<file path="src/ppl_pkg.sv">
// Package for the parameter password lock: values, codes and carrier types.
// Assumes one core clock domain; all requests arrive synchronous to it.
// What this block does
// - Lock level 9999 means no lock; 0-6 and 100-106 pick a restriction level.
// - Writing 1000..9998 to the entry parameter registers a password and restricts.
// - With lock level 9999, writes to the entry parameter are refused.
// - Accesses are classed as local panel, RS-485 network or option network.
// - Read/write permission per source follows the level matrix.
// - Display-extension and write-protect selections can still deny granted access.
// - Level 0 or 100 with an option fitted raises the option fault trip.
// - Levels 0-6 read 0 and count nothing; 100-106 count errors to five.
// - After five errors at levels 100-106 only an all clear unlocks.
// - Once registered, the entry parameter reads 0 to 5, never the password.
// - Writing 0 or 9999 to the entry parameter changes nothing; it is accepted unless the lock level is 9999.
// - Correct password unlocks; a wrong one signals an error and stays locked.
// - All clear removes the lock and resets parameters; refused while running.
// - While registered: no lock level writes, no copy, clear only via network.
// - Network reads ignore the display-extension read restriction.
// - Any access refused by the password raises the lock error indication.
// - Device-maintained values like parts life still update while locked.
// - Contrast parameter stays accessible under any lock with the panel unit fitted.
// - Levels 4, 5, 104, 105 hide the jog speed screen on the panel unit.
package ppl_pkg;
    localparam logic [15:0] PPL_NO_LOCK    = 16'h270F;
    localparam logic [15:0] PPL_PW_MIN     = 16'h03E8;
    localparam logic [15:0] PPL_PW_MAX     = 16'h270E;
    localparam logic [15:0] PPL_LVL_HI_OFS = 16'h0064;
    localparam logic [15:0] PPL_LVL_LO_MAX = 16'h0006;
    localparam logic [15:0] PPL_ZERO       = 16'h0000;
    localparam logic [2:0]  PPL_ERR_LIMIT  = 3'h5;
    localparam logic [15:0] PPL_RST_LEVEL  = 16'h270F;
    localparam logic [15:0] PPL_RST_ENTRY  = 16'h270F;

    typedef enum logic [1:0] {
        PPL_SRC_LOCAL,
        PPL_SRC_RS485,
        PPL_SRC_OPTION
    } ppl_src_t;

    typedef enum logic [2:0] {
        PPL_TGT_LEVEL,
        PPL_TGT_ENTRY,
        PPL_TGT_CONTRAST,
        PPL_TGT_OTHER,
        PPL_TGT_CLEAR,
        PPL_TGT_ALL_CLEAR,
        PPL_TGT_COPY
    } ppl_tgt_t;

    typedef struct packed {
        logic        valid;
        logic        write;
        ppl_src_t    src;
        ppl_tgt_t    tgt;
        logic [15:0] wdata;
    } ppl_req_t;

    typedef struct packed {
        logic        valid;
        logic        granted;
        logic        lock_err;
        logic        unlock_err;
        logic [15:0] rdata;
    } ppl_rsp_t;

    typedef struct packed {
        logic disp_ext_zero;
        logic read_blocked;
        logic write_blocked;
        logic running;
        logic option_fitted;
        logic panel_unit_fitted;
    } ppl_gate_t;
endpackage

</file>
<file path="src/ppl_password_lock.sv">
// Password lock over the parameter store: permission checks and lock state.
// Assumes gating inputs from the parameter store and one request per cycle.
// Request fields only matter while valid; every output is registered.
`timescale 1ns/1ps
module ppl_password_lock
    import ppl_pkg::*;
(
    input  wire logic      core_clk,
    input  wire logic      rst_b,
    input  wire logic      clk_en,
    input  wire ppl_req_t  req,
    input  wire ppl_gate_t gate,
    output ppl_rsp_t       rsp_q,
    output logic           option_fault_trip_q,
    output logic           params_reset_q,
    output logic           jog_screen_hide_q,
    output logic [15:0]    level_q,
    output logic           registered_q
);
    typedef enum logic [1:0] {PPL_ST_OPEN, PPL_ST_REG, PPL_ST_DEAD} ppl_state_t;

    ppl_state_t  state_q;
    logic [15:0] pw_q;
    logic [2:0]  err_cnt_q;
    ppl_state_t  state_d;
    logic [15:0] pw_d;
    logic [2:0]  err_cnt_d;

    logic [15:0] lvl_d;
    logic        counting;
    logic        restricted;
    logic [5:0]  allow;
    logic [2:0]  src_rd;
    logic [2:0]  src_wr;
    logic        perm_rd;
    logic        perm_wr;
    logic        pw_ok;
    logic        is_wr;
    logic        is_rd;
    logic        grant;
    logic        pw_refuse;
    logic        entry_noop;
    logic        entry_reg;
    logic        entry_try;
    logic        all_clear_ok;
    logic [15:0] entry_rd;
    logic [15:0] rd_val;
    logic        level_legal;
    logic        level_wr;
    logic        unlock_hit;
    logic        trip_level;
    logic        hide_level;

    // Level index 0..6, either range
    always_comb begin
        if (level_q >= PPL_LVL_HI_OFS && level_q <= PPL_LVL_HI_OFS + PPL_LVL_LO_MAX) begin
            lvl_d    = level_q - PPL_LVL_HI_OFS;
            counting = 1'b1;
        end else begin
            lvl_d    = level_q;
            counting = 1'b0;
        end
    end

    // Bits: local r/w, rs485 r/w, option r/w
    always_comb begin
        if (level_q == PPL_NO_LOCK) begin
            allow = 6'h3F;
        end else begin
            case (lvl_d[2:0])
                3'h0:    allow = 6'h00;
                3'h1:    allow = 6'h15;
                3'h2:    allow = 6'h3D;
                3'h3:    allow = 6'h17;
                3'h4:    allow = 6'h10;
                3'h5:    allow = 6'h3C;
                3'h6:    allow = 6'h13;
                default: allow = 6'h00;
            endcase
        end
    end

    // One read/write pair per source class
    for (genvar k = 0; k < 3; k++) begin : g_src
        assign src_rd[k] = allow[2*k];
        assign src_wr[k] = allow[2*k+1];
    end

    assign restricted = (state_q != PPL_ST_OPEN) && (level_q != PPL_NO_LOCK);

    // Source class selects its read/write pair
    always_comb begin
        case (req.src)
            PPL_SRC_LOCAL: begin
                perm_rd = src_rd[0];
                perm_wr = src_wr[0];
            end
            PPL_SRC_RS485: begin
                perm_rd = src_rd[1];
                perm_wr = src_wr[1];
            end
            default: begin
                perm_rd = src_rd[2];
                perm_wr = src_wr[2];
            end
        endcase
    end

    assign is_wr = req.valid && req.write;
    assign is_rd = req.valid && !req.write;

    // Password matrix verdict for ordinary parameters
    always_comb begin
        if (!restricted) begin
            pw_ok = 1'b1;
        end else if (req.tgt == PPL_TGT_CONTRAST && gate.panel_unit_fitted) begin
            pw_ok = 1'b1;
        end else if (req.tgt != PPL_TGT_OTHER && req.tgt != PPL_TGT_CONTRAST) begin
            pw_ok = 1'b1;
        end else begin
            pw_ok = req.write ? perm_wr : perm_rd;
        end
    end

    assign pw_refuse = req.valid && !pw_ok;

    assign entry_noop = is_wr && req.tgt == PPL_TGT_ENTRY
                        && (req.wdata == PPL_ZERO || req.wdata == PPL_NO_LOCK);
    assign entry_reg  = is_wr && req.tgt == PPL_TGT_ENTRY && !entry_noop
                        && state_q == PPL_ST_OPEN && level_q != PPL_NO_LOCK
                        && req.wdata >= PPL_PW_MIN && req.wdata <= PPL_PW_MAX;
    assign entry_try  = is_wr && req.tgt == PPL_TGT_ENTRY && !entry_noop
                        && state_q != PPL_ST_OPEN;
    assign all_clear_ok = is_wr && req.tgt == PPL_TGT_ALL_CLEAR
                          && !gate.running && !gate.write_blocked;
    assign unlock_hit = entry_try && state_q == PPL_ST_REG && req.wdata == pw_q;

    // Level codes behind the trip and the screen suppression
    assign trip_level = lvl_d == PPL_ZERO;
    assign hide_level = lvl_d == 16'h0004 || lvl_d == 16'h0005;

    // Final grant including the special targets
    always_comb begin
        grant = pw_ok;
        case (req.tgt)
            PPL_TGT_LEVEL: begin
                if (req.write) begin
                    grant = gate.disp_ext_zero && !gate.write_blocked
                            && state_q == PPL_ST_OPEN;
                end else begin
                    grant = gate.disp_ext_zero || req.src != PPL_SRC_LOCAL;
                end
            end
            PPL_TGT_ENTRY: begin
                if (req.write) begin
                    if (level_q == PPL_NO_LOCK) begin
                        grant = 1'b0;
                    end else if (state_q == PPL_ST_OPEN) begin
                        grant = entry_noop || entry_reg;
                    end else begin
                        grant = 1'b1;
                    end
                end else begin
                    grant = gate.disp_ext_zero || restricted
                            || req.src != PPL_SRC_LOCAL;
                end
            end
            PPL_TGT_CLEAR: begin
                grant = !gate.write_blocked && !gate.running
                        && (!restricted || req.src != PPL_SRC_LOCAL);
            end
            PPL_TGT_ALL_CLEAR: begin
                grant = all_clear_ok;
            end
            PPL_TGT_COPY: begin
                grant = !restricted;
            end
            default: begin
                if (req.write && gate.write_blocked) begin
                    grant = 1'b0;
                end else if (!req.write && gate.read_blocked
                             && req.src == PPL_SRC_LOCAL) begin
                    grant = 1'b0;
                end
            end
        endcase
    end

    // Entry parameter read value
    always_comb begin
        if (state_q == PPL_ST_OPEN) begin
            entry_rd = PPL_RST_ENTRY;
        end else if (counting) begin
            entry_rd = {13'h0000, err_cnt_q};
        end else begin
            entry_rd = PPL_ZERO;
        end
    end

    // Read data toward the source; zero unless a granted lock read
    always_comb begin
        rd_val = PPL_ZERO;
        if (is_rd && grant) begin
            if (req.tgt == PPL_TGT_LEVEL) begin
                rd_val = level_q;
            end else if (req.tgt == PPL_TGT_ENTRY) begin
                rd_val = entry_rd;
            end
        end
    end

    // Only the documented level codes are kept
    always_comb begin
        if (req.wdata == PPL_NO_LOCK || req.wdata <= PPL_LVL_LO_MAX) begin
            level_legal = 1'b1;
        end else if (req.wdata >= PPL_LVL_HI_OFS
                     && req.wdata <= PPL_LVL_HI_OFS + PPL_LVL_LO_MAX) begin
            level_legal = 1'b1;
        end else begin
            level_legal = 1'b0;
        end
    end

    assign level_wr = is_wr && req.tgt == PPL_TGT_LEVEL && grant;

    // Lock level register
    always_ff @(posedge core_clk or negedge rst_b) begin
        if (!rst_b) begin
            level_q <= PPL_RST_LEVEL;
        end else if (clk_en) begin
            if (all_clear_ok) begin
                level_q <= PPL_RST_LEVEL;
            end else if (level_wr && level_legal) begin
                level_q <= req.wdata;
            end
        end
    end

    // Next lock state, stored password and error count
    always_comb begin
        state_d   = state_q;
        pw_d      = pw_q;
        err_cnt_d = err_cnt_q;
        if (all_clear_ok) begin
            state_d   = PPL_ST_OPEN;
            pw_d      = PPL_RST_ENTRY;
            err_cnt_d = 3'h0;
        end else if (entry_reg) begin
            state_d = PPL_ST_REG;
            pw_d    = req.wdata;
        end else if (entry_try && state_q == PPL_ST_REG) begin
            if (unlock_hit) begin
                state_d   = PPL_ST_OPEN;
                pw_d      = PPL_RST_ENTRY;
                err_cnt_d = 3'h0;
            end else if (counting) begin
                err_cnt_d = err_cnt_q + 3'h1;
                if (err_cnt_d == PPL_ERR_LIMIT) begin
                    state_d = PPL_ST_DEAD;
                end
            end
        end
    end

    // Lock state and its status output move on the same edge
    always_ff @(posedge core_clk or negedge rst_b) begin
        if (!rst_b) begin
            state_q      <= PPL_ST_OPEN;
            registered_q <= 1'b0;
        end else if (clk_en) begin
            state_q      <= state_d;
            registered_q <= state_d != PPL_ST_OPEN;
        end
    end

    // Stored password
    always_ff @(posedge core_clk or negedge rst_b) begin
        if (!rst_b) begin
            pw_q <= PPL_RST_ENTRY;
        end else if (clk_en) begin
            pw_q <= pw_d;
        end
    end

    // Unlock error count
    always_ff @(posedge core_clk or negedge rst_b) begin
        if (!rst_b) begin
            err_cnt_q <= 3'h0;
        end else if (clk_en) begin
            err_cnt_q <= err_cnt_d;
        end
    end

    // Response toward the requesting source
    always_ff @(posedge core_clk or negedge rst_b) begin
        if (!rst_b) begin
            rsp_q <= '0;
        end else if (clk_en) begin
            rsp_q.valid      <= req.valid;
            rsp_q.granted    <= req.valid && grant;
            rsp_q.lock_err   <= pw_refuse;
            rsp_q.unlock_err <= entry_try && !unlock_hit;
            rsp_q.rdata      <= rd_val;
        end
    end

    // Option fault trip while fully locked with an option fitted
    always_ff @(posedge core_clk or negedge rst_b) begin
        if (!rst_b) begin
            option_fault_trip_q <= 1'b0;
        end else if (clk_en) begin
            option_fault_trip_q <= restricted && trip_level
                                   && gate.option_fitted;
        end
    end

    // One-cycle pulse that resets the parameter store
    always_ff @(posedge core_clk or negedge rst_b) begin
        if (!rst_b) begin
            params_reset_q <= 1'b0;
        end else if (clk_en) begin
            params_reset_q <= all_clear_ok;
        end
    end

    // Jog speed screen suppression
    always_ff @(posedge core_clk or negedge rst_b) begin
        if (!rst_b) begin
            jog_screen_hide_q <= 1'b0;
        end else if (clk_en) begin
            jog_screen_hide_q <= restricted && hide_level;
        end
    end

    // Internally maintained values bypass this block entirely
endmodule

</file>
<file path="config.mk">
export PLATFORM = sky130hd
export DESIGN_NAME = ppl_password_lock
export DESIGN_NICKNAME = d
export VERILOG_FILES = /design/src/ppl_pkg.sv /design/src/ppl_password_lock.sv
export SDC_FILE = /design/constraint.sdc
export NUM_CORES = 1
export LEC_CHECK = 0
export ABC_AREA = 1
export BUFFER_PORTS_ARGS = -buffer_cell sky130_fd_sc_hd__buf_2
export CAP_MARGIN = 5
export CORE_UTILIZATION = 45
export DETAILED_ROUTE_END_ITERATION = 8
export PLACE_DENSITY_LB_ADDON = 0.12
export SETUP_SLACK_MARGIN = 0.2
export SYNTH_ARGS = -nofsm -noshare
export SYNTH_HDL_FRONTEND = slang
export SYNTH_SLANG_ARGS = --single-unit
</file>
<file path="constraint.sdc">
create_clock -name core_clk -period 3.05 [get_ports core_clk]
set_input_delay 0.305 -clock core_clk [delete_from_list [all_inputs] [get_ports core_clk]]
set_output_delay 0.305 -clock core_clk [all_outputs]
set_load 0.02 [all_outputs]
</file>
## After elaboration in Yosys (flattened, before gate mapping)

Cells that the tools add are included.

| word-level totals | value |
|---|---|
| register bits after elaboration | 61 |
| output and inout port bits | 40 |
| bits of input ports | 32 |
| logic and storage cells | 154 |

| cells by class | value |
|---|---|
| multiplexer cells | 41 |
| magnitude comparators | 7 |
| eq/ne operators | 23 |
| add/sub/neg operators | 2 |
| reductions and logical operators | 68 |

Operators by type and width:

| kind | count |
|---|---|
| 16-bit two-way mux | 10 |
| 1-bit logical AND | 37 |
| 6-bit case mux with 6 select lines | 1 |
| 16-bit by 14-bit equality test with 1-bit output (second input constant) | 2 |
| 16-bit by 3-bit equality test with 1-bit output (second input constant) | 2 |
| 16-bit by 7-bit greater-or-equal comparator with 1-bit output (second input constant) | 2 |
| 16-bit by 7-bit <= comparator with 1-bit output (second input constant) | 2 |
| 16-bit logical NOT | 2 |
| 3-bit equality test (second input constant) | 7 |
| 3-bit two-way mux | 6 |
| 16-bit equality test | 1 |
| 16-bit by 10-bit greater-or-equal comparator with 1-bit output (second input constant) | 1 |
| 16-bit by 14-bit <= comparator with 1-bit output (second input constant) | 1 |
| 16-bit by 3-bit <= comparator with 1-bit output (second input constant) | 1 |
| 16-bit by 14-bit inequality test with 1-bit output (second input constant) | 1 |
| 16-bit by 7-bit subtractor with 16-bit output (second input constant) | 1 |
| 14-bit two-way mux | 1 |
| 1-bit two-way mux | 13 |
| 2-bit two-way mux | 6 |
| 2-bit nonzero test | 5 |
| 3-bit by 2-bit equality test with 1-bit output (second input constant) | 3 |
| 3-bit nonzero test | 3 |
| 1-bit logical OR | 8 |
| 1-bit logical NOT | 7 |
| other kinds (13) | 18 |

## Longest topological paths before layout

| depth | value |
|---|---|
| depth in word-level cells | 18 |
| gate-level depth with buffers | 21 |
| gate-level depth less buffers | 20 |

## Worst setup path before layout

OpenSTA, ideal clock, no wires.

| timing path | value |
|---|---|
| path kind | register to register |
| start | register level_q[2] |
| end | register rsp_q[10] in the netlist's numbering |
| cell stages (with the launch flop) | 22 |
| required time | 2933 ps |
| library setup time | 117 ps |
| clock period less this slack | 2518 ps |
| path buffers | 1 |
| arrival time | 2401 ps |
| path slack | 532 ps |
| cell sequence | dfstp_2 -> inv_1 -> ha_1 -> nand2_1 -> nand2_1 -> nand2_1 -> nand2_2 -> a21oi_4 -> nand2_2 -> nand2_2 -> nand3_2 -> nand2_1 -> nor2_1 -> nor2_2 -> nand3_2 -> nand2_2 -> nand2_4 -> buf_12 -> nand2_8 -> nor2_8 -> nand3_2 -> nand2_1 |

| on the way | value |
|---|---|
| word-level cells in the longest chain between the ends | 16 |
| elaborated cells on any way between the ends | 39 |
| those cells by class | add/sub (1); order compare (2); eq/ne (8); mux (16); reduce/logical (12) |

Ends and longest elaborated chain:

| item | line | RTL |
|---|---|---|
| start, declared | ppl_password_lock.sv:17 | `output logic [15:0] level_q,` |
| start signal, assigned | ppl_password_lock.sv:234 | `level_q <= req.wdata;` |
| 16-bit by 7-bit greater-or-equal comparator with 1-bit output / 16-bit by 7-bit <= comparator with 1-bit output (equally long branches) | ppl_password_lock.sv:56 | `if (level_q >= PPL_LVL_HI_OFS && level_q <= PPL_LVL_HI_OFS + PPL_LVL_LO_MAX) begin` |
| 1-bit logical AND | ppl_password_lock.sv:56 |  |
| 16-bit two-way mux | ppl_password_lock.sv:56 |  |
| 3-bit equality test (tied with other cells) | ppl_password_lock.sv:70 | `case (lvl_d[2:0])` |
| 6-bit case mux with 6 select lines | ppl_password_lock.sv:70 |  |
| 6-bit two-way mux | ppl_password_lock.sv:67 | `if (level_q == PPL_NO_LOCK) begin` |
| 1-bit case mux with 2 select lines | ppl_password_lock.sv:93 | `case (req.src)` |
| 1-bit two-way mux | ppl_password_lock.sv:121 | `pw_ok = req.write ? perm_wr : perm_rd;` |
| 1-bit two-way mux | ppl_password_lock.sv:118 | `end else if (req.tgt != PPL_TGT_OTHER && req.tgt != PPL_TGT_CONTRAST) begin` |
| 1-bit two-way mux | ppl_password_lock.sv:116 | `end else if (req.tgt == PPL_TGT_CONTRAST && gate.panel_unit_fitted) begin` |
| 1-bit two-way mux | ppl_password_lock.sv:114 | `if (!restricted) begin` |
| 1-bit two-way mux | ppl_password_lock.sv:181 | `end else if (!req.write && gate.read_blocked` |
| 1-bit two-way mux | ppl_password_lock.sv:179 | `if (req.write && gate.write_blocked) begin` |
| 1-bit case mux with 5 select lines * | ppl_password_lock.sv:145 | `case (req.tgt)` |
| 1-bit logical AND * | ppl_password_lock.sv:203 | `if (is_rd && grant) begin` |
| 16-bit two-way mux * | ppl_password_lock.sv:203 |  |
| end, declared | ppl_password_lock.sv:13 | `output ppl_rsp_t rsp_q,` |

Mark *: on every way between the ends. The rest lies on a longest branch, timed or not.
A chain may end at the register's enable or synchronous reset.

## Worst setup path in the final report

| timing path | value |
|---|---|
| start | register level_q[2] |
| end | register rsp_q[6] in the netlist's numbering |

Same word-level chain as after synthesis.

==> metrics.md <==
| Metric | Value |
|---|---|
| Status | `finished clean` |
| Synth Net Count | `576` |
| DR DRC count | `0` |
| GRT Util Overall | `26.1%` |
| Area grow syn2layout | `17.2%` |
| Starting density of the core | `46.5%` |
| Commonest non-fill, non-tap cell in the layout | `nand2_1` |
| Post-synthesis xor/xnor area fraction | `2.79%` |
| Vias/cell | `about 5.5` |
| Setup crit end kind | `flip-flop` |
| Complex-gate fraction of the synthesized area | `11.4%` |
| Power Total | `1960 µW` |
| Min Tclk post-route | `2660 ps` |
| Final WS setup | `roughly 390 ps` |
| Synthesized cell area | `4080 µm²` |
| Largest net degree at the start of global routing | `33` |
| DP Worst Slack | `roughly 130 ps` |
| Congestion Overflow GR | `0` |
| Routability cong. | `0.944` |
| TNS Setup | `0 ps` |
| Mean post-synth cell area | `7.57 µm²` |
| Register Area | `approximately 1500 µm²` |
| Min-delay worst type | `in -> reg` |
| CP Launch Type | `flip-flop` |
| Io pins | `72` |
| Synth Area in Simple Gates | `between 30% and 40%` |
| Initial drt markers | `354` |
| Layout cells sized above 1 | `29.4%` |
| Most used DFF post-synth | `dfrtp_1` |
| Cells after synthesis | `539` |
| Pwr dens | `409 nW/µm²` |
| Crit path max fanout | `12` |
| WL final | `11700 µm` |
| Port Buffers | `71` |
| Largest family of logic cells by synthesized area | `simple AND/OR/NAND/NOR gates` |
| Die W | `97.2 µm` |
| Post-DP HPWL | `8920 µm` |
| Root buffer cell | `clkbuf_8` |
| Die H | `97.2 µm` |
| Post-route ant nets | `0` |
| Clock buffer depth | `2` |
| Core area | `roughly 8800 µm²` |
| Clock slew at reported path FFs | `80 ps` |
| Slew headroom | `roughly 52%` |
| EDFF count, synth | `0` |
| Worst IR Drop VDD | `308 µV` |
| Fmax | `375 MHz` |
| Total die area | `around 9400 µm²` |
| Worst-margin pin slew | `roughly 710 ps` |
| Placed cells | `between 700 and 800` |
| Final Hold Fails | `0` |
| Seq cells post-synth | `between 60 and 70` |
| Global-route wire length before repair | `about 20000 µm` |
| Clk Latency, worst-skew pair | `350 ps` |
| Initial antenna violation count | `0` |
| Period utilisation layout | `roughly 87%` |
| Num rows | `34` |
| CTS Buf Count | `9` |
| N_diodes | `0` |
| Clock Skew | `about 11 ps` |
| RSZ-0062 raised after global routing | `false` |
| Slew Viols, Final | `0` |
| Fraction of registers with async set/reset | `100%` |
| Sequential-to-total area share from yosys stat | `37.9%` |
| WP data arrival | `between 2000 and 3000 ps` |
| Setup-failing EPs final | `0` |
| P_leak | `~0.0023 µW` |
| Most frequent cells in the layout | `121 x nand2_1, 73 x nor2_1, 71 x buf_2, 50 x inv_1, 45 x dfrtp_1` |
| Filler cells | `864` |
| WL/cell | `around 16 µm` |
| Layout Nets | `657` |
| Cell variety after synth | `49` |
| Multiplexer share of the synthesized area | `0%` |
| Post-Synth Adder-Cell Area | `1.53%` |
| Clock sink count | `61` |
| Multi-input gate area | `approximately 2200 µm²` |
| Vias in the first global route | `3963` |
| CTS H-tree lvls | `3` |
| Critical path type | `reg -> reg` |
| Finished Layout Cells | `733` |
| WHS | `~200 ps` |
| CTS tree | `built` |
| Vias | `4019` |
| Max-Cap Viols | `0` |
| Critical Path RT | `3330 ps` |
| Pre-Repair DR Iteration Count | `5` |
| Synth warn | `0` |
[where the power goes]
group	internal, µW	switching (µW)	leakage (µW)
clock network	322	360	0.0000970
logic	118	250	0.00148
registers	867	37.4	0.000757
total	1310	648	0.00233
[synth_stat cells, drive strengths merged, types with 5 or more instances]
cell type  number  area (µm²)
nand2         136         569
nor2           79         330
inv            65         244
nand3          56         350
dfrtp          45        1130
o21ai          26         160
nand4          25         171
dfstp          16         420
a21oi          13        83.8
nor3           12        91.3
a31oi           8        56.3
clkbuf          8        30.0
xnor2           8        70.1
buf             7        75.1
ha              5        62.6
xor2            5        43.8
[metrics by stage]
step	instance area (µm²)	utilization, %
after floorplan	4080	-
after detailed placement	4530	51.7
final	4780	54.5
after global placement	4530	51.7
after global routing	4780	54.5
after CTS	4730	54.0
[state kept, by name (all words and copies together), names as in the netlist]
| register | count |
|---|---|
| rsp_q | 20 |
| level_q | 16 |
| pw_q | 16 |
| err_cnt_q | 3 |
| state_q | 2 |
| jog_screen_hide_q | 1 |
| option_fault_trip_q | 1 |
| params_reset_q | 1 |
| registered_q | 1 |
[per-layer routing]
layer	part of all wire, %	wire [µm]	vias to the layer above	track usage, %
met5	0	0	-	0
met4	3.0	346	0	10.3
met3	7.1	827	40	5.40
met2	47	5470	164	42.7
met1	43	5010	1861	33.6
li1	-	-	1954	-
[path summary, 6_finish.rpt]
| path | cells past startpoint | startpoint | endpoint | slack, ps |
|---|---|---|---|---|
| worst max-delay path | 17 | level_q[2] | rsp_q[6] | 390 |
| worst min-delay path | 3 | gate[1] | option_fault_trip_q | 200 |
| worst max register to register | 17 | level_q[2] | rsp_q[6] | 390 |
| worst min register to register | 2 | rsp_q[12] | rsp_q[12] | 480 |
| max in group asynchronous | 3 | rst_b | pw_q[0] | 1820 |
| min in group asynchronous | 2 | rst_b | rsp_q[15] | 480 |
[cells by family after synthesis]
| group | count (synthesis) |
|---|---|
| AOI/OAI and AO/OA | 67 |
| and+or+nand+nor | 312 |
| buffers and inverters | 81 |
| adders and majority gates | 5 |
| DFF | 61 |
| xor gates and xnor gates | 13 |
[worst max-delay path, cell delays in order, from the launching register on]
cell and delay, ps:
dfstp_2 620, clkinvlp_4 130, ha_1 220, nand2_1 60, nand2_1 40, nand2_1 70, nand2_2 60, a21oi_4 180
nand3_2 140, nand3_2 110, nand2_1 60, nor2_1 130, nor2_2 50, nand3_2 80, nand2_2 80, nand2_8 140
nand4_4 230, o21ai_2 180
[what timing repair did]
item	in CTS	in global routing
gates cloned	0	1
endpoints found under the hold margin	17	0
resized for setup	2	2
hold buffers	1	0
setup endpoints to repair	6	34
buffers inserted	0	3
[layout make-up]
class / count / area share (%)
Multi-Input combinational cell: 398 / 46.2
Sequential cell: 61 / 32.4
Timing Repair Buffer: 84 / 9.53
Inverter: 66 / 5.26
Clock buffer: 10 / 2.88
Tap cell: 108 / 2.83
Clock inverter: 6 / 0.943
Note: power is estimated with default switching activity, not from simulation.
